===== config.mk =====
export PLATFORM = sky130hd
export DESIGN_NAME = cmt_top
export DESIGN_NICKNAME = d
export VERILOG_FILES = /design/src/cmt_sync.v /design/src/cmt_tick.v /design/src/cmt_top.v
export VERILOG_INCLUDE_DIRS = /design/src
export SDC_FILE = /design/constraint.sdc
export NUM_CORES = 1
export LEC_CHECK = 0
export BUFFER_PORTS_ARGS = -buffer_cell sky130_fd_sc_hd__buf_2
export CAP_MARGIN = 40
export CORE_UTILIZATION = 59
export DETAILED_ROUTE_END_ITERATION = 12
export PLACE_DENSITY_LB_ADDON = 0.1
export RECOVER_POWER = 100
export SYNTH_ARGS = -nofsm -noshare
export SYNTH_HDL_FRONTEND = slang
export SYNTH_SLANG_ARGS = --single-unit

===== constraint.sdc =====
create_clock -name i_clk_sys -period 3.5 [get_ports i_clk_sys]
set_input_delay 0.35 -clock i_clk_sys [delete_from_list [all_inputs] [get_ports i_clk_sys]]
set_output_delay 0.35 -clock i_clk_sys [all_outputs]
set_load 0.05 [all_outputs]

===== src/cmt_map.vh =====
// register offsets, field positions, reset values and codes of the compare-match timer
`ifndef CMT_MAP_VH
`define CMT_MAP_VH

`define CMT_ADDR_W 16
`define CMT_ADDR_CTL 16'hFFC8
`define CMT_ADDR_CSR 16'hFFC9
`define CMT_ADDR_CONST_A 16'hFFCA
`define CMT_ADDR_CONST_B 16'hFFCB
`define CMT_ADDR_COUNT 16'hFFCC
`define CMT_ADDR_IRQ_STAT 16'hFFE0
`define CMT_ADDR_IRQ_EN 16'hFFE1
`define CMT_ADDR_IRQ_CLR 16'hFFE2

`define CMT_CTL_CKS_LSB 0
`define CMT_CTL_CKS_MSB 2
`define CMT_CTL_CCLR_LSB 3
`define CMT_CTL_CCLR_MSB 4
`define CMT_CTL_OVF_IE 5
`define CMT_CTL_MA_IE 6
`define CMT_CTL_MB_IE 7

`define CMT_CSR_OS_LSB 0
`define CMT_CSR_OS_MSB 3
`define CMT_CSR_FLAG_LSB 5

`define CMT_EV_OVF 0
`define CMT_EV_MA 1
`define CMT_EV_MB 2

`define CMT_CTL_RST 8'h00
`define CMT_OS_RST 4'h0
`define CMT_CONST_RST 8'hFF
`define CMT_COUNT_RST 8'h00
`define CMT_COUNT_MAX 8'hFF
`define CMT_FLAG_RST 3'h0
`define CMT_IRQ_EN_RST 3'h0

`define CMT_CCLR_NONE 2'h0
`define CMT_CCLR_MA 2'h1
`define CMT_CCLR_MB 2'h2
`define CMT_CCLR_EXT 2'h3

`define CMT_CKS_STOP0 3'h0
`define CMT_CKS_DIV_S 3'h1
`define CMT_CKS_DIV_M 3'h2
`define CMT_CKS_DIV_L 3'h3
`define CMT_CKS_STOP1 3'h4
`define CMT_CKS_EXT_RISE 3'h5
`define CMT_CKS_EXT_FALL 3'h6
`define CMT_CKS_EXT_BOTH 3'h7

`define CMT_DIV_W 10
`define CMT_MASK_DIV2 10'h001
`define CMT_MASK_DIV8 10'h007
`define CMT_MASK_DIV32 10'h01F
`define CMT_MASK_DIV64 10'h03F
`define CMT_MASK_DIV256 10'h0FF
`define CMT_MASK_DIV1024 10'h3FF

`define CMT_OS_KEEP 2'h0
`define CMT_OS_LOW 2'h1
`define CMT_OS_HIGH 2'h2
`define CMT_OS_TOGGLE 2'h3

`endif


===== src/cmt_sync.v =====
// three-stage synchroniser with agreement filter and edge pulses for one pin input
`timescale 1ns/1ps
`include "cmt_map.vh"
module cmt_sync (
   input wire i_clk_sys,
   input wire i_rst_n,
   input wire i_pin,
   output reg o_level,
   output reg o_rise,
   output reg o_fall
);
   reg s1;
   reg s2;
   reg s3;

   // s1 feeds s2 only; the filter looks at s2 and s3
   always @(posedge i_clk_sys or negedge i_rst_n) begin
      if (!i_rst_n) begin
         s1 <= 1'b0;
         s2 <= 1'b0;
         s3 <= 1'b0;
         o_level <= 1'b0;
         o_rise <= 1'b0;
         o_fall <= 1'b0;
      end else begin
         s1 <= i_pin;
         s2 <= s1;
         s3 <= s2;
         o_rise <= (s2 == s3) && s3 && !o_level;
         o_fall <= (s2 == s3) && !s3 && o_level;
         if (s2 == s3) begin
            o_level <= s3;
         end
      end
   end
endmodule


===== src/cmt_tick.v =====
// count-tick generator: internal prescaler taps or filtered external clock edges
`timescale 1ns/1ps
`include "cmt_map.vh"
module cmt_tick (
   input wire i_clk_sys,
   input wire i_rst_n,
   input wire [2:0] i_cks,
   input wire i_alt,
   input wire i_ext_rise,
   input wire i_ext_fall,
   output reg o_tick
);
   reg [`CMT_DIV_W-1:0] div;
   reg next_tick;

   function [`CMT_DIV_W-1:0] tap_mask;
      input [2:0] cks;
      input alt;
      begin
         case (cks)
            `CMT_CKS_DIV_S: tap_mask = alt ? `CMT_MASK_DIV2 : `CMT_MASK_DIV8;
            `CMT_CKS_DIV_M: tap_mask = alt ? `CMT_MASK_DIV32 : `CMT_MASK_DIV64;
            `CMT_CKS_DIV_L: tap_mask = alt ? `CMT_MASK_DIV256 : `CMT_MASK_DIV1024;
            default: tap_mask = `CMT_MASK_DIV1024;
         endcase
      end
   endfunction

   always @* begin
      case (i_cks)
         `CMT_CKS_DIV_S,
         `CMT_CKS_DIV_M,
         `CMT_CKS_DIV_L: next_tick = (div & tap_mask(i_cks, i_alt)) == tap_mask(i_cks, i_alt);
         `CMT_CKS_EXT_RISE: next_tick = i_ext_rise;
         `CMT_CKS_EXT_FALL: next_tick = i_ext_fall;
         `CMT_CKS_EXT_BOTH: next_tick = i_ext_rise | i_ext_fall;
         default: next_tick = 1'b0;
      endcase
   end

   // free-running divider keeps taps phase-aligned across clock-select changes
   always @(posedge i_clk_sys or negedge i_rst_n) begin
      if (!i_rst_n) begin
         div <= {`CMT_DIV_W{1'b0}};
         o_tick <= 1'b0;
      end else begin
         div <= div + {{(`CMT_DIV_W-1){1'b0}}, 1'b1};
         o_tick <= next_tick;
      end
   end
endmodule


===== src/cmt_top.v =====
// compare-match timer: counter, compares, flags, output pin and register port
//
// The implementer's own choice: the strobed register port.
`timescale 1ns/1ps
`include "cmt_map.vh"
module cmt_top (
   input wire i_clk_sys,
   input wire i_rstn,
   input wire [`CMT_ADDR_W-1:0] i_addr,
   input wire [7:0] i_wdata,
   input wire i_wr,
   input wire i_rd,
   output reg [7:0] o_rdata,
   input wire i_ext_clk,
   input wire i_ext_rst,
   input wire i_clk_sel_alt,
   output reg o_tmo,
   output reg o_tmo_oe,
   output reg o_ovf_req,
   output reg o_match_a_req,
   output reg o_match_b_req,
   output reg o_irq
);

   ////////////////////////////////////////////////////////////////////////////////
   // reset release
   // entry is immediate; exit is retimed so no flop leaves reset near an edge

   reg [1:0] rst_pipe;
   wire rst_n;

   always @(posedge i_clk_sys or negedge i_rstn) begin
      if (!i_rstn) begin
         rst_pipe <= 2'h0;
      end else begin
         rst_pipe <= {rst_pipe[0], 1'b1};
      end
   end

   assign rst_n = rst_pipe[1];

   ////////////////////////////////////////////////////////////////////////////////
   // state

   reg [7:0] timer_control;
   reg [3:0] output_select_bits;
   reg [2:0] flag;
   reg [2:0] armed;
   reg [7:0] constant_a;
   reg [7:0] constant_b;
   reg [7:0] running_count;
   reg [2:0] irq_stat;
   reg [2:0] irq_en;

   reg [7:0] next_rdata;
   reg next_tmo;
   reg [2:0] next_flag;
   reg [2:0] next_armed;
   reg [2:0] next_irq_stat;
   reg [7:0] next_count;

   ////////////////////////////////////////////////////////////////////////////////
   // pin inputs and count tick

   wire ext_clk_rise;
   wire ext_clk_fall;
   wire ext_rst_rise;
   wire tick;

   cmt_sync u_sync_clk (
      .i_clk_sys(i_clk_sys),
      .i_rst_n(rst_n),
      .i_pin(i_ext_clk),
      .o_level(),
      .o_rise(ext_clk_rise),
      .o_fall(ext_clk_fall)
   );

   cmt_sync u_sync_rst (
      .i_clk_sys(i_clk_sys),
      .i_rst_n(rst_n),
      .i_pin(i_ext_rst),
      .o_level(),
      .o_rise(ext_rst_rise),
      .o_fall()
   );

   cmt_tick u_tick (
      .i_clk_sys(i_clk_sys),
      .i_rst_n(rst_n),
      .i_cks(timer_control[`CMT_CTL_CKS_MSB:`CMT_CTL_CKS_LSB]),
      .i_alt(i_clk_sel_alt),
      .i_ext_rise(ext_clk_rise),
      .i_ext_fall(ext_clk_fall),
      .o_tick(tick)
   );

   ////////////////////////////////////////////////////////////////////////////////
   // address decode

   wire wr_ctl = i_wr && (i_addr == `CMT_ADDR_CTL);
   wire wr_csr = i_wr && (i_addr == `CMT_ADDR_CSR);
   wire rd_csr = i_rd && (i_addr == `CMT_ADDR_CSR);
   wire wr_const_a = i_wr && (i_addr == `CMT_ADDR_CONST_A);
   wire wr_const_b = i_wr && (i_addr == `CMT_ADDR_CONST_B);
   wire wr_count = i_wr && (i_addr == `CMT_ADDR_COUNT);
   wire wr_irq_en = i_wr && (i_addr == `CMT_ADDR_IRQ_EN);
   wire wr_irq_clr = i_wr && (i_addr == `CMT_ADDR_IRQ_CLR);

   ////////////////////////////////////////////////////////////////////////////////
   // counter, compares and clearing

   // ticks last one cycle, so each count value is compared once
   wire [1:0] clear_mode = timer_control[`CMT_CTL_CCLR_MSB:`CMT_CTL_CCLR_LSB];
   wire clear_mode_high = clear_mode[1];
   wire clear_mode_low = clear_mode[0];
   wire match_a = tick && (running_count == constant_a);
   wire match_b = tick && (running_count == constant_b);
   wire cnt_clear;
   wire overflow;
   wire [2:0] event_vec;

   assign cnt_clear = (!clear_mode_high && clear_mode_low && match_a)
      || (clear_mode_high && !clear_mode_low && match_b)
      || (clear_mode_high && clear_mode_low && ext_rst_rise);

   // a count cleared by a match never also wraps, so no overflow then
   assign overflow = tick && (running_count == `CMT_COUNT_MAX) && !cnt_clear;

   assign event_vec = {match_b, match_a, overflow};

   // a software write to the counter wins over clearing and counting
   always @* begin
      if (wr_count) begin
         next_count = i_wdata;
      end else if (cnt_clear) begin
         next_count = `CMT_COUNT_RST;
      end else if (tick) begin
         next_count = running_count + 8'h01;
      end else begin
         next_count = running_count;
      end
   end

   ////////////////////////////////////////////////////////////////////////////////
   // status flags with read-then-write-zero clearing

   // a read arms only bits that showed 1; any status write disarms all,
   // so a flag set after the read survives the following zero write
   genvar gi;
   generate
      for (gi = 0; gi < 3; gi = gi + 1) begin : g_flag
         wire wr_zero = wr_csr && !i_wdata[`CMT_CSR_FLAG_LSB + gi];
         wire do_clear = wr_zero && armed[gi];
         always @* begin
            // a new event in the clearing cycle keeps the flag set
            next_flag[gi] = event_vec[gi] | (flag[gi] & !do_clear);
            if (wr_csr) begin
               next_armed[gi] = 1'b0;
            end else if (rd_csr && flag[gi]) begin
               next_armed[gi] = 1'b1;
            end else begin
               next_armed[gi] = armed[gi];
            end
         end
      end
   endgenerate

   ////////////////////////////////////////////////////////////////////////////////
   // interrupt status, gated by the per-source enables

   // a status bit records only enabled events; enabling later sets no old status bit, though o_ovf_req and the match requests follow old flags
   wire [2:0] req_en;

   assign req_en[`CMT_EV_OVF] = timer_control[`CMT_CTL_OVF_IE];
   assign req_en[`CMT_EV_MA] = timer_control[`CMT_CTL_MA_IE];
   assign req_en[`CMT_EV_MB] = timer_control[`CMT_CTL_MB_IE];

   // set wins over the clear write
   always @* begin
      next_irq_stat = irq_stat;
      if (wr_irq_clr) begin
         next_irq_stat = irq_stat & ~i_wdata[2:0];
      end
      next_irq_stat = next_irq_stat | (event_vec & req_en);
   end

   ////////////////////////////////////////////////////////////////////////////////
   // output pin

   // both actions are keep while disabled, so the level holds; only the enable drops
   function out_step;
      input cur;
      input [1:0] act;
      begin
         case (act)
            `CMT_OS_KEEP: out_step = cur;
            `CMT_OS_LOW: out_step = 1'b0;
            `CMT_OS_HIGH: out_step = 1'b1;
            `CMT_OS_TOGGLE: out_step = !cur;
            default: out_step = cur;
         endcase
      end
   endfunction

   // match B acts last, so when both hit in one tick B's action applies to the level A's action left
   always @* begin
      next_tmo = o_tmo;
      if (match_a) begin
         next_tmo = out_step(next_tmo, output_select_bits[1:0]);
      end
      if (match_b) begin
         next_tmo = out_step(next_tmo, output_select_bits[3:2]);
      end
   end

   ////////////////////////////////////////////////////////////////////////////////
   // read mux; unmapped and write-only addresses read zero
   // gating by the strobe keeps o_rdata at zero between reads

   always @* begin
      case (i_addr)
         `CMT_ADDR_CTL: next_rdata = timer_control;
         `CMT_ADDR_CSR: next_rdata = {flag, 1'b0, output_select_bits};
         `CMT_ADDR_CONST_A: next_rdata = constant_a;
         `CMT_ADDR_CONST_B: next_rdata = constant_b;
         `CMT_ADDR_COUNT: next_rdata = running_count;
         `CMT_ADDR_IRQ_STAT: next_rdata = {5'h00, irq_stat};
         `CMT_ADDR_IRQ_EN: next_rdata = {5'h00, irq_en};
         default: next_rdata = 8'h00;
      endcase
   end

   ////////////////////////////////////////////////////////////////////////////////
   // registers

   always @(posedge i_clk_sys or negedge rst_n) begin
      if (!rst_n) begin
         timer_control <= `CMT_CTL_RST;
         output_select_bits <= `CMT_OS_RST;
         flag <= `CMT_FLAG_RST;
         armed <= `CMT_FLAG_RST;
         constant_a <= `CMT_CONST_RST;
         constant_b <= `CMT_CONST_RST;
         running_count <= `CMT_COUNT_RST;
         irq_stat <= `CMT_FLAG_RST;
         irq_en <= `CMT_IRQ_EN_RST;
      end else begin
         if (wr_ctl) begin
            timer_control <= i_wdata;
         end
         if (wr_csr) begin
            output_select_bits <= i_wdata[`CMT_CSR_OS_MSB:`CMT_CSR_OS_LSB];
         end
         if (wr_const_a) begin
            constant_a <= i_wdata;
         end
         if (wr_const_b) begin
            constant_b <= i_wdata;
         end
         if (wr_irq_en) begin
            irq_en <= i_wdata[2:0];
         end
         flag <= next_flag;
         armed <= next_armed;
         running_count <= next_count;
         irq_stat <= next_irq_stat;
      end
   end

   ////////////////////////////////////////////////////////////////////////////////
   // outputs, all from flops

   always @(posedge i_clk_sys or negedge rst_n) begin
      if (!rst_n) begin
         o_rdata <= 8'h00;
         o_tmo <= 1'b0;
         o_tmo_oe <= 1'b0;
         o_ovf_req <= 1'b0;
         o_match_a_req <= 1'b0;
         o_match_b_req <= 1'b0;
         o_irq <= 1'b0;
      end else begin
         // read data valid only in the cycle after the strobe
         o_rdata <= i_rd ? next_rdata : 8'h00;
         o_tmo <= next_tmo;
         o_tmo_oe <= |output_select_bits;
         o_ovf_req <= flag[`CMT_EV_OVF] & req_en[`CMT_EV_OVF];
         o_match_a_req <= flag[`CMT_EV_MA] & req_en[`CMT_EV_MA];
         o_match_b_req <= flag[`CMT_EV_MB] & req_en[`CMT_EV_MB];
         o_irq <= |(irq_stat & irq_en);
      end
   end

endmodule


==> summary.md <==
| Metric | Value |
|---|---|
| Initial DRC Count | 334 |
| Result of the run | finished with violations |
| Initial Utilization | 0.6168 |
| Overflow left after global routing | 0 |
| N_diodes | 0 |
| Most used cells in the layout excluding fill and tap cells | sky130_fd_sc_hd__dfrtp_1, sky130_fd_sc_hd__buf_2, sky130_fd_sc_hd__mux2_2 |
| Peak VDD IR | 0.3412 mV |
| Cell variety after synth | 60 |
| Count of endpoints failing setup in the final report | 0 |
| First-pass GRT wire length | 15.20 mm |
| Post-cts resize count | 0 |
| Detailed placement HPWL | roughly 7 mm |
| # nets final | about 440 |
| Area used by sequential logic in the layout | 2172 um2 |
| Top FF cell, synth | sky130_fd_sc_hd__dfrtp_1 |
| Final wirelength | roughly 9.5 mm |
| Number of buffer and inverter stages on the critical path | 1 |
| Arrival time of the worst setup path | approximately 3.1 ns |
| Cell row count | 30 |
| CTS tree | yes |
| Layout-stage area growth over the synthesis result | 10.54% |
| Average cell area after synthesis | 11.80 um2 |
| Final hold violation count | 0 |
| Data required time at the worst endpoint | around 3.8 ns |
| Leakage Power | 2.022 nW |
| Number of fillers in the final layout | 553 |
| Antenna violations before repair | 0 |
| Worst min-delay path category | input pin to flop |
| Cts bufs inserted | 9 |
| Number of register bits inferred by synthesis | 86 |
| Portion of the post-synthesis area used by sequential elements | 0.5154 |
| H-tree levels | 3 |
| Number of warnings reported in the yosys synthesis log | 0 |
| Clock transition at the registers of the reported paths | 0.09 ns |
| Critical Path End Type | flop |
| Root Driver | sky130_fd_sc_hd__clkbuf_8 |
| DIE HEIGHT | 86.51 um |
| Number of enable-type register cells in the synthesized netlist | 0 |
| Number of DRC violations after detailed routing | 0 |
| Longest individual stage delay on the worst path | around 1.2 ns |
| Final non-filler cell total | approximately 500 |
| Crit path cell chain | buf_2 -> and3b_4 -> nand4_4 -> nor4_1 -> nand2_1 -> mux2_2 |
| Post-route total power | 1.864 mW |
| Setup skew after layout | 0.01042 ns |
| Critical path peak fanout | 9 |
| Source-to-sink clock delay at the later pin of the worst-skew pair | 0.36 ns |
| Setup CP Type | input pin to flop |
| Core Area | ~7000 um2 |
| Fraction of registers with async set/reset | 1.000 |
| Unrepaired setup endpoints after global routing | no |
| Multi-input gate area in the final layout | 1848 um2 |
| Mapped Cells | 357 |
| Most common cell after layout, fill and taps aside | sky130_fd_sc_hd__dfrtp_1 |
| Final worst path period share | 0.8108 |
| Violations in the final reports | max-capacitance violations, max-slew violations |
| Shortest clock period the worst path allows after layout | around 2.8 ns |
| Final ANT Viol Nets | 0 |
| Post-CTS setup buffer count | 0 |
| Die area | about 7500 um2 |
| Pre-Repair DR Iteration Count | 5 |
| Pin count of the biggest net entering global routing | 44 |
| Total standard cell area after synthesis | 4214 um2 |
| Post-Route Setup TNS | 0 ns |
| Number of sinks handled by clock tree synthesis | 86 |
| I/O pins | 45 |
| Share of post-route cells with drive strength above 1 | 0.2463 |
| Die width | 86.51 um |
| Delay-heaviest family, CP | simple AND/OR/NAND/NOR gates |
| Critical-path cell with the highest stage delay | sky130_fd_sc_hd__nor4_1 |
| Kind of start point of the critical path | input pin |
| Count of final max-slew check failures | 53 |
| Post-cts hold buffer count | 1 |
| Total via count after detailed routing | around 3100 |
| Number of port buffers | 44 |
| Total global routing track utilization | 0.2747 |
| Pwr dens | 400.1 nW/um2 |
| Deepest clock path buffer count | 2 |
| Post-synth net total | approximately 390 |
| Dpl cells | between 400 and 500 |
| Relative slew margins | -0.1316 |
| Final weighted congestion in routability-driven placement | ~0.9 |
| # Max-Cap Violations | 2 |
| Slew at the pin with the worst max-slew slack | 1.697 ns |
| Number of global-route vias before repair | 2938 |
| Highest clock rate | 352.4 MHz |
| Vias/cell | 6.169 |
| Routed length per instance | approximately 19 um |
synthesized netlist by cell type (6+ instances only):
master	number	area, um2
sky130_fd_sc_hd__a222oi_1	9	90.09
sky130_fd_sc_hd__a211oi_1	10	75.07
sky130_fd_sc_hd__mux2_2	28	315.3
sky130_fd_sc_hd__xnor2_1	26	227.7
sky130_fd_sc_hd__inv_1	17	63.81
sky130_fd_sc_hd__nor4_1	6	37.54
sky130_fd_sc_hd__nand3_1	9	45.04
sky130_fd_sc_hd__nand4_1	8	50.05
sky130_fd_sc_hd__nor2_1	12	45.04
sky130_fd_sc_hd__a22o_1	7	61.31
sky130_fd_sc_hd__dfstp_2	16	420.4
sky130_fd_sc_hd__nand2_1	18	67.56
sky130_fd_sc_hd__and3_1	8	50.05
sky130_fd_sc_hd__buf_2	8	40.04
sky130_fd_sc_hd__dfrtp_1	70	1752
sky130_fd_sc_hd__nor3_1	13	65.06
cell families (layout without fill, tap and decap cells):
| family | Yosys count | after routing | synth area share |
|---|---|---|---|
| simple gates | 113 | 113 | 0.1725 |
| mux | 32 | 32 | 0.08551 |
| buf+inv | 30 | 79 | 0.03177 |
| other cells | 1 | 1 | 0.0008899 |
| xor+xnor | 28 | 28 | 0.05820 |
| fa+ha+maj | 5 | 5 | 0.01485 |
| flops | 86 | 86 | 0.5154 |
| compound gates | 62 | 62 | 0.1208 |
final timing paths:
| check | end | slack [ns] | cells past startpoint | startpoint |
|---|---|---|---|---|
| max in group asynchronous | constant_a[2]$_DFFE_PN1P_ | 1.77 | 1 | rst_pipe[1]$_DFF_PN0_ |
| setup / recovery | constant_b[1]$_DFFE_PN1P_ | 0.66 | 6 | i_addr[4] |
| min in group asynchronous | rst_pipe[0]$_DFF_PN0_ | 0.29 | 2 | i_rstn |
| hold reg to reg | u_sync_clk.s2$_DFF_PN0_ | 0.35 | 0 | u_sync_clk.s1$_DFF_PN0_ |
| setup reg to reg | running_count[7]$_DFFE_PN0P_ | 1.20 | 5 | running_count[1]$_DFFE_PN0P_ |
| hold / removal | u_sync_clk.s1$_DFF_PN0_ | 0.09 | 1 | i_ext_clk |
registers in the layout (all words and copies together) (netlist names), 4 cells and up:
register	cells
constant_b	8
constant_a	8
u_tick.div	10
timer_control	8
running_count	8
output_select_bits	4
o_rdata	8
routing by layer:
layer / GRT usage / share of wire
met5: 0 / 0
met2: 0.4076 / 0.45
met1: 0.4061 / 0.46
met3: 0.04952 / 0.073
met4: 0.1015 / 0.018
area by class of cell:
cell class | count | share of cell area
flip-flops and latches | 86 | 0.4663
multi-input cells | 241 | 0.3967
repair buffers | 46 | 0.04969
clock buffers | 11 | 0.03035
well taps | 96 | 0.02579
clock inverters | 5 | 0.01746
inverters | 17 | 0.01370
where the power goes:
part           switching (mW)  internal, mW
sequential             0.0148          1.00
clock                   0.356         0.423
combinational          0.0407        0.0249
total                   0.412          1.45
stage by stage:
stage          utilization  cell area (um2)  worst slack, ns  hold WS [ns]
6_report            0.6819             4658           0.6624       0.08695
5_1_grt             0.6819             4658           0.5906       0.06787
4_1_cts             0.6940             4741            1.321       0.07631
3_5_place_dp        0.6599             4508            1.298        0.1364
3_3_place_gp        0.6570             4488            1.335        0.1355
2_1_floorplan            -             4214           0.9553       0.05441
No activity file was read; power rests on OpenSTA's default activity.
